File: src/spsd_pkg.sv
// spsd_pkg: register map, field positions, reset values, timing counts
// and shared types of the spi status, data and select block.
// assumes a single 10 mhz system clock and 8-bit special function registers.
package spsd_pkg;

   // ---------------------------------------------------------------
   // register offsets
   // ---------------------------------------------------------------
   localparam logic [7:0] CTRL_ADDR = 8'hf3;
   localparam logic [7:0] STATUS_ADDR = 8'hf4;
   localparam logic [7:0] DATA_ADDR = 8'hf5;
   localparam logic [7:0] IRQEN_ADDR = 8'hf6;

   // ---------------------------------------------------------------
   // field positions
   // ---------------------------------------------------------------
   localparam int CTRL_SELECT_OUTPUT_ENABLE_BIT = 7;
   localparam int CTRL_EN_BIT = 6;
   localparam int CTRL_CMODE_BIT = 4;
   localparam int ST_DONE_BIT = 7;
   localparam int ST_WRITE_COLLISION_FLAG_BIT = 6;
   localparam int ST_OVF_BIT = 5;
   localparam int ST_MODE_FAULT_FLAG_BIT = 4;
   localparam int ST_DIS_BIT = 3;
   localparam int IRQ_PORT_BIT = 0;
   localparam int IRQ_GLOBAL_BIT = 1;

   // ---------------------------------------------------------------
   // reset values
   // ---------------------------------------------------------------
   localparam logic [7:0] CTRL_RESET = 8'h00;
   localparam logic [7:0] STATUS_RESET = 8'h00;
   localparam logic [7:0] DATA_RESET = 8'h00;
   localparam logic [7:0] IRQEN_RESET = 8'h00;

   // ---------------------------------------------------------------
   // timing
   // ---------------------------------------------------------------
   localparam int CLK_PERIOD_NS = 100;
   localparam int SCLK_HALF_NS = 400;
   localparam int SCLK_HALF_CYCLES =
      (SCLK_HALF_NS / CLK_PERIOD_NS < 1) ? 1 : SCLK_HALF_NS / CLK_PERIOD_NS;
   localparam int BYTE_BITS = 8;
   localparam logic [2:0] BIT_LAST = 3'h7;

   // ---------------------------------------------------------------
   // types
   // ---------------------------------------------------------------
   typedef struct packed {
      logic sclk;
      logic mosi;
      logic miso;
      logic ss_n;
   } spsd_pin_in_s;

   typedef struct packed {
      logic sclk;
      logic sclk_oe;
      logic mosi;
      logic mosi_oe;
      logic miso;
      logic miso_oe;
      logic ss_n;
      logic ss_oe;
   } spsd_pin_out_s;

   typedef enum logic [2:0] {
      ST_IDLE = 3'b001,
      ST_LOW = 3'b010,
      ST_HIGH = 3'b100
   } spsd_state_e;

endpackage : spsd_pkg

File: src/spsd_sync.sv
// spsd_sync: two flip-flop synchroniser for a group of pin levels.
// assumes the inputs are levels from outside the i_clock domain.
`timescale 1ns/1ps
`default_nettype none
module spsd_sync #(
   parameter int WIDTH = 4
) (
   input wire logic i_clock,
   input wire logic i_rst,
   input wire logic [WIDTH-1:0] i_d,
   output logic [WIDTH-1:0] o_q
);
   logic [WIDTH-1:0] meta;

   // first stage is read only by the second stage
   always_ff @(posedge i_clock) begin
      if (i_rst) begin
         meta <= '0;
         o_q <= '0;
      end else begin
         meta <= i_d;
         o_q <= meta;
      end
   end
endmodule : spsd_sync
`default_nettype wire

File: src/spsd_shift.sv
// spsd_shift: byte shift register, parallel load, msb-first shift in.
// assumes load and shift never come in the same cycle; load wins if so.
`timescale 1ns/1ps
`default_nettype none
module spsd_shift #(
   parameter int WIDTH = 8
) (
   input wire logic i_clock,
   input wire logic i_rst,
   input wire logic i_load,
   input wire logic [WIDTH-1:0] i_load_data,
   input wire logic i_shift,
   input wire logic i_bit,
   output logic [WIDTH-1:0] o_data
);
   always_ff @(posedge i_clock) begin
      if (i_rst) begin
         o_data <= '0;
      end else if (i_load) begin
         o_data <= i_load_data;
      end else if (i_shift) begin
         o_data <= {o_data[WIDTH-2:0], i_bit};
      end
   end
endmodule : spsd_shift
`default_nettype wire

File: src/spsd_core.sv
// spsd_core: status flags, data register, select pin and a minimal byte
// engine of an 8-bit spi port, with a plain register port for software.
// assumes pins arrive unsynchronised; the bench link clock is far slower
// than i_clock, so edges of the sampled clock are seen reliably.
//
// The plain strobed port is this design's own decision.
`timescale 1ns/1ps
`default_nettype none

// Overview of operation
// RULE1 - controller mode, fault detection on: select pin is a fault input
// RULE2 - fault detection off: select output enable picks gpio or auto select
// RULE3 - target mode: select pin is always the target select input
// RULE4 - fault detection disable bit only matters in controller mode
// RULE5 - transfer done flag sets on byte complete or receive buffer load
// RULE6 - data register writes are blocked while transfer done is set
// RULE7 - write collision flag sets on each write collision
// RULE8 - overrun flag sets on each overrun
// RULE9 - controller, detection on, select pulled low: mode fault flag sets
// RULE10 - interrupt while done, overrun or fault flag set and both enables on
// RULE11 - hardware never clears the four flags; only software does
// RULE12 - data register write loads the shift register directly
// RULE13 - data register read returns the receive buffer
// RULE14 - controller mode: data write starts one byte exchange
// RULE15 - status register resets to zero
// RULE16 - data register resets to zero
// RULE17 - mode fault clears controller mode and port enable
// RULE18 - write during transfer: byte finishes, new data discarded
// RULE19 - auto select output low during transfer, high when idle
// RULE20 - target software reads data, clears done before next byte
// RULE21 - reserved status bits read zero, writes ignored
module spsd_core
   import spsd_pkg::*;
#(
   parameter int HALF_CYCLES = SCLK_HALF_CYCLES
) (
   input wire logic i_clock,
   input wire logic i_rst,
   input wire logic [7:0] i_addr,
   input wire logic [7:0] i_wdata,
   input wire logic i_wr,
   input wire logic i_rd,
   output logic [7:0] o_rdata,
   input wire spsd_pkg::spsd_pin_in_s i_pins,
   output var spsd_pkg::spsd_pin_out_s o_pins,
   output logic o_irq
);
   import spsd_pkg::*;

   localparam logic [7:0] HALF_LAST = 8'(HALF_CYCLES - 1);
   localparam int DONE_MAX = 2 * BYTE_BITS * HALF_CYCLES + 4;

   // ---------------------------------------------------------------
   // pin synchronisers and state
   // ---------------------------------------------------------------
   spsd_pin_in_s pin_s;
   logic select_output_enable, port_en, ctrl_mode, dis;
   logic done, write_collision_flag, ovf, mode_fault_flag;
   logic irq_port, irq_glb;
   logic [7:0] rxbuf;
   logic [7:0] shift_q;
   spsd_state_e state;
   logic [7:0] half_cnt;
   logic [2:0] bit_cnt, t_cnt;
   logic cap, t_cap, sclk_prev;

   spsd_sync #(
      .WIDTH(4)
   ) u_sync (
      .i_clock(i_clock),
      .i_rst(i_rst),
      .i_d(i_pins),
      .o_q(pin_s)
   );

   // ---------------------------------------------------------------
   // decode
   // ---------------------------------------------------------------
   logic wr_ctrl, wr_status, wr_data, wr_irqen;
   logic cmode_act, fault_watch, fault, auto_ss, tgt_sel, c_busy, busy;
   logic wr_ok, wr_col, c_start, t_load;
   logic c_rise, c_fall, c_last, t_rise, t_fall, t_last;
   logic byte_done, do_shift, shift_bit;

   assign wr_ctrl = i_wr && (i_addr == CTRL_ADDR);
   assign wr_status = i_wr && (i_addr == STATUS_ADDR);
   assign wr_data = i_wr && (i_addr == DATA_ADDR);
   assign wr_irqen = i_wr && (i_addr == IRQEN_ADDR);

   assign cmode_act = ctrl_mode && port_en;
   assign fault_watch = ctrl_mode && !dis; // RULE1 RULE4
   assign fault = fault_watch && !pin_s.ss_n; // RULE9
   assign auto_ss = ctrl_mode && dis && select_output_enable; // RULE2 RULE4
   assign tgt_sel = !ctrl_mode && port_en && !pin_s.ss_n; // RULE3
   assign c_busy = (state != ST_IDLE);
   assign busy = c_busy || tgt_sel;

   // a write while done is set is dropped without a collision flag
   assign wr_ok = wr_data && !done && !busy; // RULE6
   assign wr_col = wr_data && !done && busy; // RULE18
   assign c_start = wr_ok && cmode_act && !fault; // RULE14
   assign t_load = wr_ok && !c_start;

   assign c_rise = (state == ST_LOW) && (half_cnt == HALF_LAST);
   assign c_fall = (state == ST_HIGH) && (half_cnt == HALF_LAST);
   assign c_last = c_fall && (bit_cnt == BIT_LAST);
   assign t_rise = tgt_sel && pin_s.sclk && !sclk_prev;
   assign t_fall = tgt_sel && !pin_s.sclk && sclk_prev;
   assign t_last = t_fall && (t_cnt == BIT_LAST);
   assign byte_done = c_last || t_last;
   assign do_shift = c_fall || t_fall;
   assign shift_bit = c_fall ? cap : t_cap;

   // data register writes go straight into the shifter
   spsd_shift #(
      .WIDTH(BYTE_BITS)
   ) u_shift (
      .i_clock(i_clock),
      .i_rst(i_rst),
      .i_load(wr_ok), // RULE12
      .i_load_data(i_wdata),
      .i_shift(do_shift),
      .i_bit(shift_bit),
      .o_data(shift_q)
   );

   // ---------------------------------------------------------------
   // control and enable registers
   // ---------------------------------------------------------------
   always_ff @(posedge i_clock) begin
      if (i_rst) begin
         select_output_enable <= CTRL_RESET[CTRL_SELECT_OUTPUT_ENABLE_BIT];
         port_en <= CTRL_RESET[CTRL_EN_BIT];
         ctrl_mode <= CTRL_RESET[CTRL_CMODE_BIT];
      end else begin
         if (wr_ctrl) begin
            select_output_enable <= i_wdata[CTRL_SELECT_OUTPUT_ENABLE_BIT];
            port_en <= i_wdata[CTRL_EN_BIT];
            ctrl_mode <= i_wdata[CTRL_CMODE_BIT];
         end
         // hardware disable wins over a software write
         if (fault) begin
            ctrl_mode <= 1'b0; // RULE17
            port_en <= 1'b0; // RULE17
         end
      end
   end

   always_ff @(posedge i_clock) begin
      if (i_rst) begin
         irq_port <= IRQEN_RESET[IRQ_PORT_BIT];
         irq_glb <= IRQEN_RESET[IRQ_GLOBAL_BIT];
      end else if (wr_irqen) begin
         irq_port <= i_wdata[IRQ_PORT_BIT];
         irq_glb <= i_wdata[IRQ_GLOBAL_BIT];
      end
   end

   // ---------------------------------------------------------------
   // status flags: software clears by writing zero, set wins
   // ---------------------------------------------------------------
   always_ff @(posedge i_clock) begin
      if (i_rst) begin
         done <= STATUS_RESET[ST_DONE_BIT]; // RULE15
         write_collision_flag <= STATUS_RESET[ST_WRITE_COLLISION_FLAG_BIT];
         ovf <= STATUS_RESET[ST_OVF_BIT];
         mode_fault_flag <= STATUS_RESET[ST_MODE_FAULT_FLAG_BIT];
         dis <= STATUS_RESET[ST_DIS_BIT];
      end else begin
         if (wr_status) begin
            done <= done && i_wdata[ST_DONE_BIT]; // RULE11
            write_collision_flag <= write_collision_flag && i_wdata[ST_WRITE_COLLISION_FLAG_BIT];
            ovf <= ovf && i_wdata[ST_OVF_BIT];
            mode_fault_flag <= mode_fault_flag && i_wdata[ST_MODE_FAULT_FLAG_BIT];
            dis <= i_wdata[ST_DIS_BIT];
         end
         if (byte_done) begin
            done <= 1'b1; // RULE5
         end
         if (wr_col) begin
            write_collision_flag <= 1'b1; // RULE7
         end
         if (t_last && done) begin
            ovf <= 1'b1; // RULE8
         end
         if (fault) begin
            mode_fault_flag <= 1'b1; // RULE9
         end
      end
   end

   // an overrun keeps the unread byte and loses the new one
   always_ff @(posedge i_clock) begin
      if (i_rst) begin
         rxbuf <= DATA_RESET; // RULE16
      end else if (byte_done && !done) begin
         rxbuf <= {shift_q[6:0], shift_bit}; // RULE5
      end
   end

   // ---------------------------------------------------------------
   // controller engine, mode 0, msb first
   // ---------------------------------------------------------------
   always_ff @(posedge i_clock) begin
      if (i_rst) begin
         state <= ST_IDLE;
         half_cnt <= 8'h00;
         bit_cnt <= 3'h0;
         cap <= 1'b0;
      end else if (!cmode_act || fault) begin
         state <= ST_IDLE;
         half_cnt <= 8'h00;
         bit_cnt <= 3'h0;
      end else begin
         case (state)
            ST_IDLE: begin
               half_cnt <= 8'h00;
               bit_cnt <= 3'h0;
               if (c_start) begin
                  state <= ST_LOW; // RULE14
               end
            end
            ST_LOW: begin
               half_cnt <= c_rise ? 8'h00 : half_cnt + 8'h01;
               if (c_rise) begin
                  cap <= pin_s.miso;
                  state <= ST_HIGH;
               end
            end
            ST_HIGH: begin
               half_cnt <= c_fall ? 8'h00 : half_cnt + 8'h01;
               if (c_fall) begin
                  bit_cnt <= bit_cnt + 3'h1;
                  state <= c_last ? ST_IDLE : ST_LOW;
               end
            end
            default: begin
               state <= ST_IDLE;
            end
         endcase
      end
   end

   // ---------------------------------------------------------------
   // target engine on the sampled link clock
   // ---------------------------------------------------------------
   // select high aborts a partial byte, as the select falling edge starts one
   always_ff @(posedge i_clock) begin
      if (i_rst) begin
         sclk_prev <= 1'b0;
         t_cnt <= 3'h0;
         t_cap <= 1'b0;
      end else begin
         sclk_prev <= pin_s.sclk;
         if (!tgt_sel) begin
            t_cnt <= 3'h0;
         end else begin
            if (t_rise) begin
               t_cap <= pin_s.mosi;
            end
            if (t_fall) begin
               t_cnt <= t_cnt + 3'h1;
            end
         end
      end
   end

   // ---------------------------------------------------------------
   // pins, interrupt and read port
   // ---------------------------------------------------------------
   always_ff @(posedge i_clock) begin
      if (i_rst) begin
         o_pins <= '0;
         o_pins.ss_n <= 1'b1;
      end else begin
         o_pins.sclk <= (state == ST_HIGH);
         o_pins.sclk_oe <= cmode_act;
         o_pins.mosi <= shift_q[7];
         o_pins.mosi_oe <= cmode_act;
         o_pins.miso <= shift_q[7];
         o_pins.miso_oe <= tgt_sel; // RULE3
         o_pins.ss_n <= !c_busy; // RULE19
         o_pins.ss_oe <= auto_ss; // RULE1 RULE2
      end
   end

   always_ff @(posedge i_clock) begin
      if (i_rst) begin
         o_irq <= 1'b0;
      end else begin
         o_irq <= irq_port && irq_glb && (done || ovf || mode_fault_flag); // RULE10
      end
   end

   logic [7:0] rd_mux;
   always_comb begin
      rd_mux = 8'h00;
      case (i_addr)
         CTRL_ADDR: begin
            rd_mux[CTRL_SELECT_OUTPUT_ENABLE_BIT] = select_output_enable;
            rd_mux[CTRL_EN_BIT] = port_en;
            rd_mux[CTRL_CMODE_BIT] = ctrl_mode;
         end
         STATUS_ADDR: begin
            rd_mux[ST_DONE_BIT] = done;
            rd_mux[ST_WRITE_COLLISION_FLAG_BIT] = write_collision_flag;
            rd_mux[ST_OVF_BIT] = ovf;
            rd_mux[ST_MODE_FAULT_FLAG_BIT] = mode_fault_flag;
            rd_mux[ST_DIS_BIT] = dis; // RULE21
         end
         DATA_ADDR: begin
            rd_mux = rxbuf; // RULE13
         end
         IRQEN_ADDR: begin
            rd_mux[IRQ_PORT_BIT] = irq_port;
            rd_mux[IRQ_GLOBAL_BIT] = irq_glb;
         end
         default: begin
            rd_mux = 8'h00;
         end
      endcase
   end

   always_ff @(posedge i_clock) begin
      if (i_rst) begin
         o_rdata <= 8'h00;
      end else begin
         o_rdata <= i_rd ? rd_mux : 8'h00;
      end
   end
endmodule : spsd_core
`default_nettype wire

File: config.mk
export PLATFORM = sky130hd
export DESIGN_NAME = spsd_core
export DESIGN_NICKNAME = d
export VERILOG_FILES = /design/src/spsd_pkg.sv /design/src/spsd_sync.sv /design/src/spsd_shift.sv /design/src/spsd_core.sv
export SDC_FILE = /design/constraint.sdc
export NUM_CORES = 1
export LEC_CHECK = 0
export ABC_AREA = 1
export BUFFER_PORTS_ARGS = -buffer_cell sky130_fd_sc_hd__buf_2
export CORE_ASPECT_RATIO = 1.75
export CORE_UTILIZATION = 50
export DETAILED_ROUTE_END_ITERATION = 16
export GPL_ROUTABILITY_DRIVEN = 0
export GPL_TIMING_DRIVEN = 0
export HOLD_SLACK_MARGIN = 0.02
export PLACE_DENSITY = 0.82
export SYNTH_ARGS = -nofsm -noshare
export SYNTH_HDL_FRONTEND = slang
export SYNTH_SLANG_ARGS = --single-unit
File: constraint.sdc
create_clock -name i_clock -period 1.7 [get_ports i_clock]
set_input_delay 0.255 -clock i_clock [delete_from_list [all_inputs] [get_ports i_clock]]
set_output_delay 0.255 -clock i_clock [all_outputs]
set_load 0.05 [all_outputs]
==> impl_metrics.csv, run 1 <==
group,metric,value,unit
global_route,grtUsageTotal,22.7,%
worst_setup_path,slowest_stage,"dfxtp_2",
floorplanning,die_h,106,um
synth,yosys_warnings,0,
place,dp_slack,0.0150,ns
sta,fin_crit_sh,96.0,%
final_layout,syn2layout_area_growth,17.4,%
floorplanning,fp.dieW,61.4,um
synth,ys_seq_area_share,44.7,%
detailed_routing,dr.pass1.iters,4,
global_route,antenna_found_initial,0,
clock_network,clk_path_buf_depth,2,
synth,synthTopCellsByArea,"dfxtp_1, nand2_1, nor2_1",
final_layout,drive_above_1_share,19.5,%
worst_setup_path,crit_top_cell,"a21oi_1",
floorplanning,core-area,0.00593,mm2
clock_network,cts_buffers,9,
sta,tightest_slew,0.549,ns
job,cap_violations,0,
sta,fmax,613,MHz
worst_setup_path,required,1.98,ns
synth,syn_avg_cell_area,7.41,um2
detailed_routing,drt_wl_total,6.57,mm
global_route,grt_remaining_overflow,0,
global_route,grt_max_degree,12,
floorplanning,start_util,52.2,%
detailed_routing,postRouteAntennaNets,0,
detailed_routing,drt_iter0_drc,107,
sta,relSlewSlack,63.4,%
worst_setup_path,critPathMaxStageDelay,0.35,ns
pwr,pwr_density_cell,864,mW/mm2
clock_network,clkLatencyLatePin,0.36,ns
pwr,p_leak,1.55,nW
worst_setup_path,path_class,"reg -> reg",
floorplanning,placementRows,37,
synth,synth_top_cell_by_area,"dfxtp_1",
synth,synth_enable_flop_cells,0,
detailed_routing,viasPerCell,5.05,
floorplanning,ios,41,
hold_path,hold_path_class,"in -> reg",
place,dp_hpwl,4.83,mm
clock_network,clkSlewWorstSetupHoldPaths,0.07,ns
pwr,p_total,3.14,mW
clock_network,cts_root_buf,"clkbuf_8",
synth,syn-cell-area,0.00309,mm2
status,status,"finished, final reports clean",
floorplanning,dieArea,0.00651,mm2
sta,fin_worst_skew,0.00894,ns
synth,synth_top_cell_area_share,44.7,%
final_layout,fin_cells,551,
sta,finalHoldViolCount,0,
final_layout,antenna-diode-count,0,
global_route,grt_pass1_vias,2491,
clock_network,cts.sinks,69,
sta,finalWorstSetupSlack,0.0683,ns
sta,setup_viol,0,
synth,async_flop_share,0,%
synth,synthesis.nets,446,
global_route,grt_pass1_wl,10.8,mm
worst_setup_path,critical_path.top_delay_family,"simple AND/OR/NAND/NOR gates",
worst_setup_path,end_kind,"flip-flop",
synth,yosys-top-cells-count,"nand2_1, dfxtp_1, nor2_1",
detailed_routing,vias,2784,
detailed_routing,drc,0,
synth,yosysMostFrequentCell,"nand2_1",
clock_network,cts_tree,"yes",
synth,synth.distinct_cells,33,
final_layout,fin_nets,497,
worst_setup_path,path_buf_inv,1,
worst_setup_path,worstPathMaxFanout,9,
synth,syn_inst,417,
sta,min_period,1.63,ns
detailed_routing,avgRoutedWirePerCell,11.9,um
worst_setup_path,cp.arrival,1.92,ns
worst_setup_path,cp_cell_sequence,"ha_2 -> nand3_1 -> nor2_4 -> a21oi_1 -> nand2_2 -> inv_2 -> nand2_1 -> a21oi_1",
pwr,ir_drop,0.000555,V
sta,slew_viol_final,0,
clock_network,htreeDepth,3,
synth,ys.flop_type,"dfxtp_1",
place,place_inst,534,
worst_setup_path,start_kind,"flip-flop",
synth,ys_seq_elements,69,
place,io_buffers,39,
[flip-flops by register name, indices dropped and copies added, names as in the netlist, 3 cells and up]
signal	cells
bit_cnt	3
half_cnt	8
o_pins	6
o_rdata	8
rxbuf	8
state	3
t_cnt	3
u_shift.o_data	8
u_sync.meta	4
u_sync.o_q	4
[cell usage in the layout (no fill, tap or decap), types with 6 or more instances in the layout]
cell / n
nor2_1: 66
inv_1: 54
a21oi_1: 30
nand2_1: 74
clkbuf_8: 12
dfxtp_1: 67
nor3_1: 8
buf_2: 40
nor2_4: 6
nand3_1: 26
o21ai_0: 30
[tightest hold or removal path, stage by stage]
cell	delay, ns
buf_2	0.07
inv_1	0.03
nor2_1	0.06
[through the flow]
step                      utilization [%]  TNS, ns  area (um2)  hold WS (ns)
after global routing                 61.3  -0.0146        3630        0.0859
after detailed placement             57.1        0        3380         0.397
after global placement               57.1        0        3380         0.392
after floorplan                         -        0        3090         0.332
after CTS                            60.7        0        3600        0.0755
final                                61.3        0        3630        0.0969
[where the power goes]
part	internal (mW)	switching, mW
Sequential	1.63	0.00367
Clock	0.795	0.612
Combinational	0.0354	0.0637
[repair_timing]
item,in CTS,in global routing
hold endpoints to repair,0,0
gates resized for setup,1,5
hold buffers,0,0
setup buffers,0,1
endpoints found under the setup margin,8,18
[routing by layer]
layer / routed length, um / track usage [%]
met1: 2630 / 25.1
met2: 3390 / 35.8
met3: 358 / 8.27
met4: 189 / 13.8
met5: 0 / 0
[cell families after synthesis]
logic type                 synth area share (%)
adders and majority gates                  2.02
AOI/OAI and AO/OA                          12.3
xor gates and xnor gates                  0.283
DFF                                        44.7
and+or+nand+nor                            31.6
buffers and inverters                      9.11
[worst paths after layout]
kind,start,endpoint,slack (ns),cells after the start
setup / recovery,half_cnt[0],u_shift.o_data[0],0.07,8
hold / removal,i_pins[1],u_sync.meta[1],0.1,3
hold reg to reg,u_sync.meta[1],u_sync.o_q[1],0.40,2
setup reg to reg,half_cnt[0],u_shift.o_data[0],0.07,8
[final cells by class]
type                    count  area (um2)
fillers                   556        2300
multi-input cells         279        1440
flip-flops and latches     69        1380
inverters                  60         228
repair buffers             40         215
clock buffers              13         169
well taps                  78        97.6
plain buffers               9        53.8
clock inverters             3        42.5
Note: power is estimated with default switching activity, not from simulation.
==> run 2, diff against run 1 <==
- CELL_PAD_IN_SITES_DETAIL_PLACEMENT: default -> 1
- CELL_PAD_IN_SITES_GLOBAL_PLACEMENT: default -> 1
- CORE_UTILIZATION: 50 -> 41
- PLACE_DENSITY: 0.82 -> 0.89
==> impl_metrics.csv, run 2 (synthesis gave the netlist of run 1 again) <==
group,metric,value,unit
global_route,grt_use_met2,47.8,%
worst_setup_path,path_buf_inv,1,
pwr,p_clk_share,52.8,%
final_layout,regArea,0.00139,mm2
clock_network,cts_buffers,9,
worst_setup_path,cp.arrival,1.93,ns
floorplanning,core-area,0.00723,mm2
sta,setup_viol,0,
detailed_routing,viasPerCell,5.42,
pwr,ir_drop,0.000599,V
place,place_inst,542,
pwr,combPwrFrac,2.9,%
pwr,pwr_density_cell,967,mW/mm2
clock_network,clkLatencyLatePin,0.34,ns
job,cap_violations,0,
floorplanning,die_h,117,um
sta,fin_crit_sh,97.9,%
pwr,power.switching,0.767,mW
sta,min_period,1.66,ns
global_route,grt_max_degree,12,
pwr,switching_share,20.8,%
pwr,p_total,3.68,mW
worst_setup_path,cp_cell_sequence,"ha_4 -> inv_1 -> nor2_2 -> nand2_1 -> or2_2 -> nor2_1 -> o21ai_0 -> nor2_1",
detailed_routing,postRouteAntennaNets,0,
clock_network,cts_tree,"yes",
global_route,grt_pass1_wl,14.7,mm
floorplanning,start_util,42.7,%
global_route,grt_remaining_overflow,0,
sta,grt_setup_unrepaired,"true",
hold_path,hold_path_class,"in -> reg",
global_route,busiest_layer,"met2",
worst_setup_path,start_kind,"flip-flop",
final_layout,drive_above_1_share,21.0,%
global_route,grt_pass1_vias,3129,
sta,tightest_slew,0.581,ns
status,status,"finished, final reports clean",
final_layout,multiInputGateArea,0.00148,mm2
worst_setup_path,worstPathMaxFanout,5,
floorplanning,fp.dieW,67.6,um
worst_setup_path,crit_top_cell,"nor2_1",
sta,fin_worst_skew,0.00648,ns
final_layout,final_cell_mix,"nand2_1, dfxtp_1, nor2_1",
sta,relSlewSlack,61.2,%
clock_network,htreeDepth,3,
worst_setup_path,r2r_slack,0.04,ns
clock_network,ctsHoldBuffers,0,
worst_setup_path,required,1.96,ns
clock_network,cts.sinks,69,
pwr,seqPwrFrac,44.3,%
place,dpl_cell_area,0.00339,mm2
worst_setup_path,critical_path.top_delay_family,"simple AND/OR/NAND/NOR gates",
place,dp_hpwl,6.30,mm
detailed_routing,drt_wl_total,9.74,mm
final_layout,syn2layout_area_growth,23.3,%
sta,slew_viol_final,0,
worst_setup_path,end_kind,"flip-flop",
detailed_routing,avgRoutedWirePerCell,17.2,um
clock_network,clkSlewWorstSetupHoldPaths,0.06,ns
final_layout,fin_cells,566,
detailed_routing,dr.pass1.iters,4,
floorplanning,placementRows,41,
floorplanning,dieArea,0.00790,mm2
global_route,grtUsageMet1,25.6,%
detailed_routing,drt_iter0_drc,136,
final_layout,layout_commonest_cell,"nand2_1",
detailed_routing,drc,0,
global_route,grt.met3_usage,5.62,%
pwr,p_int,2.92,mW
global_route,antenna_found_initial,0,
clock_network,cts_root_buf,"clkbuf_16",
worst_setup_path,path_class,"reg -> reg",
floorplanning,ios,41,
global_route,grtUsageTotal,25.6,%
detailed_routing,vias,3066,
pwr,p_leak,1.63,nW
final_layout,antenna-diode-count,0,
clock_network,clk_path_buf_depth,2,
sta,fmax,601,MHz
worst_setup_path,slowest_stage,"dfxtp_2",
sta,finalHoldViolCount,0,
final_layout,fill_cells,912,
final_layout,fin_nets,504,
place,io_buffers,39,
worst_setup_path,critPathMaxStageDelay,0.38,ns
final_layout,final_area,0.00381,mm2
==> run 2: cell types whose count changed in the layout (fill, tap and decap cells not counted), sizes merged <==
cell   previous run  this run
buf              45        51
o21ai            32        33
==> run 2: path summary, 6_finish.rpt <==
path / startpoint / to / cells after the start
worst max-delay path: half_cnt[0] / cap / 8
worst min-delay path: i_pins[3] / u_sync.meta[3] / 3
worst max register to register: half_cnt[0] / cap / 8
worst min register to register: u_sync.meta[2] / u_sync.o_q[2] / 2
==> run 2: area by class of cell <==
class	instances	share of cell area (%)
multi-input cells	280	38.7
flip-flops and latches	69	36.3
clock buffers	13	7.09
repair buffers	46	6.50
inverters	60	5.98
well taps	86	2.82
plain buffers	9	1.41
clock inverters	3	1.12
==> run 2: power groups by stage <==
| stage | clock network (mW) | logic, mW | registers (mW) |
|---|---|---|---|
| floorplan | 0 | 0.0507 | 1.67 |
| global placement | 0 | 0.0998 | 1.67 |
| detailed placement | 0 | 0.102 | 1.67 |
| CTS | 1.95 | 0.106 | 1.63 |
| global route | 2.03 | 0.119 | 1.63 |
| finish | 1.94 | 0.108 | 1.63 |
==> run 2: per-layer routing <==
layer / share of wire [%] / vias to the layer above
met2: 56 / 90
met3: 3.8 / 36
met4: 3.7 / 0
li1: - / 1452
met5: 0 / -
met1: 36 / 1488
==> run 2: what timing repair did <==
| action | CTS | global route |
|---|---|---|
| buffers inserted | 1 | 6 |
| gates resized for setup | 6 | 5 |
| pin swaps | 0 | 5 |
| endpoints found under the hold margin | 0 | 0 |
| endpoints found under the setup margin | 18 | 19 |
| cloned | 1 | 0 |
==> run 2: worst reg2reg max path, cell delays in order (launching register included) <==
cell     delay [ns]
dfxtp_2        0.38
ha_4           0.17
inv_1          0.07
nor2_2         0.15
nand2_1        0.12
or2_2          0.34
nor2_1         0.10
o21ai_0        0.10
nor2_1         0.15
==> run 2: metrics by stage <==
step,worst slack (ns),setup TNS [ns],hold WS (ns),util [%]
floorplan,0.260,0,0.332,-
global placement,-0.000681,-0.000681,0.394,46.9
detailed placement,-0.0597,-0.490,0.396,46.9
CTS,0.0121,0,0.120,51.8
global route,-0.0460,-0.283,0.133,52.7
finish,0.0352,0,0.119,52.7
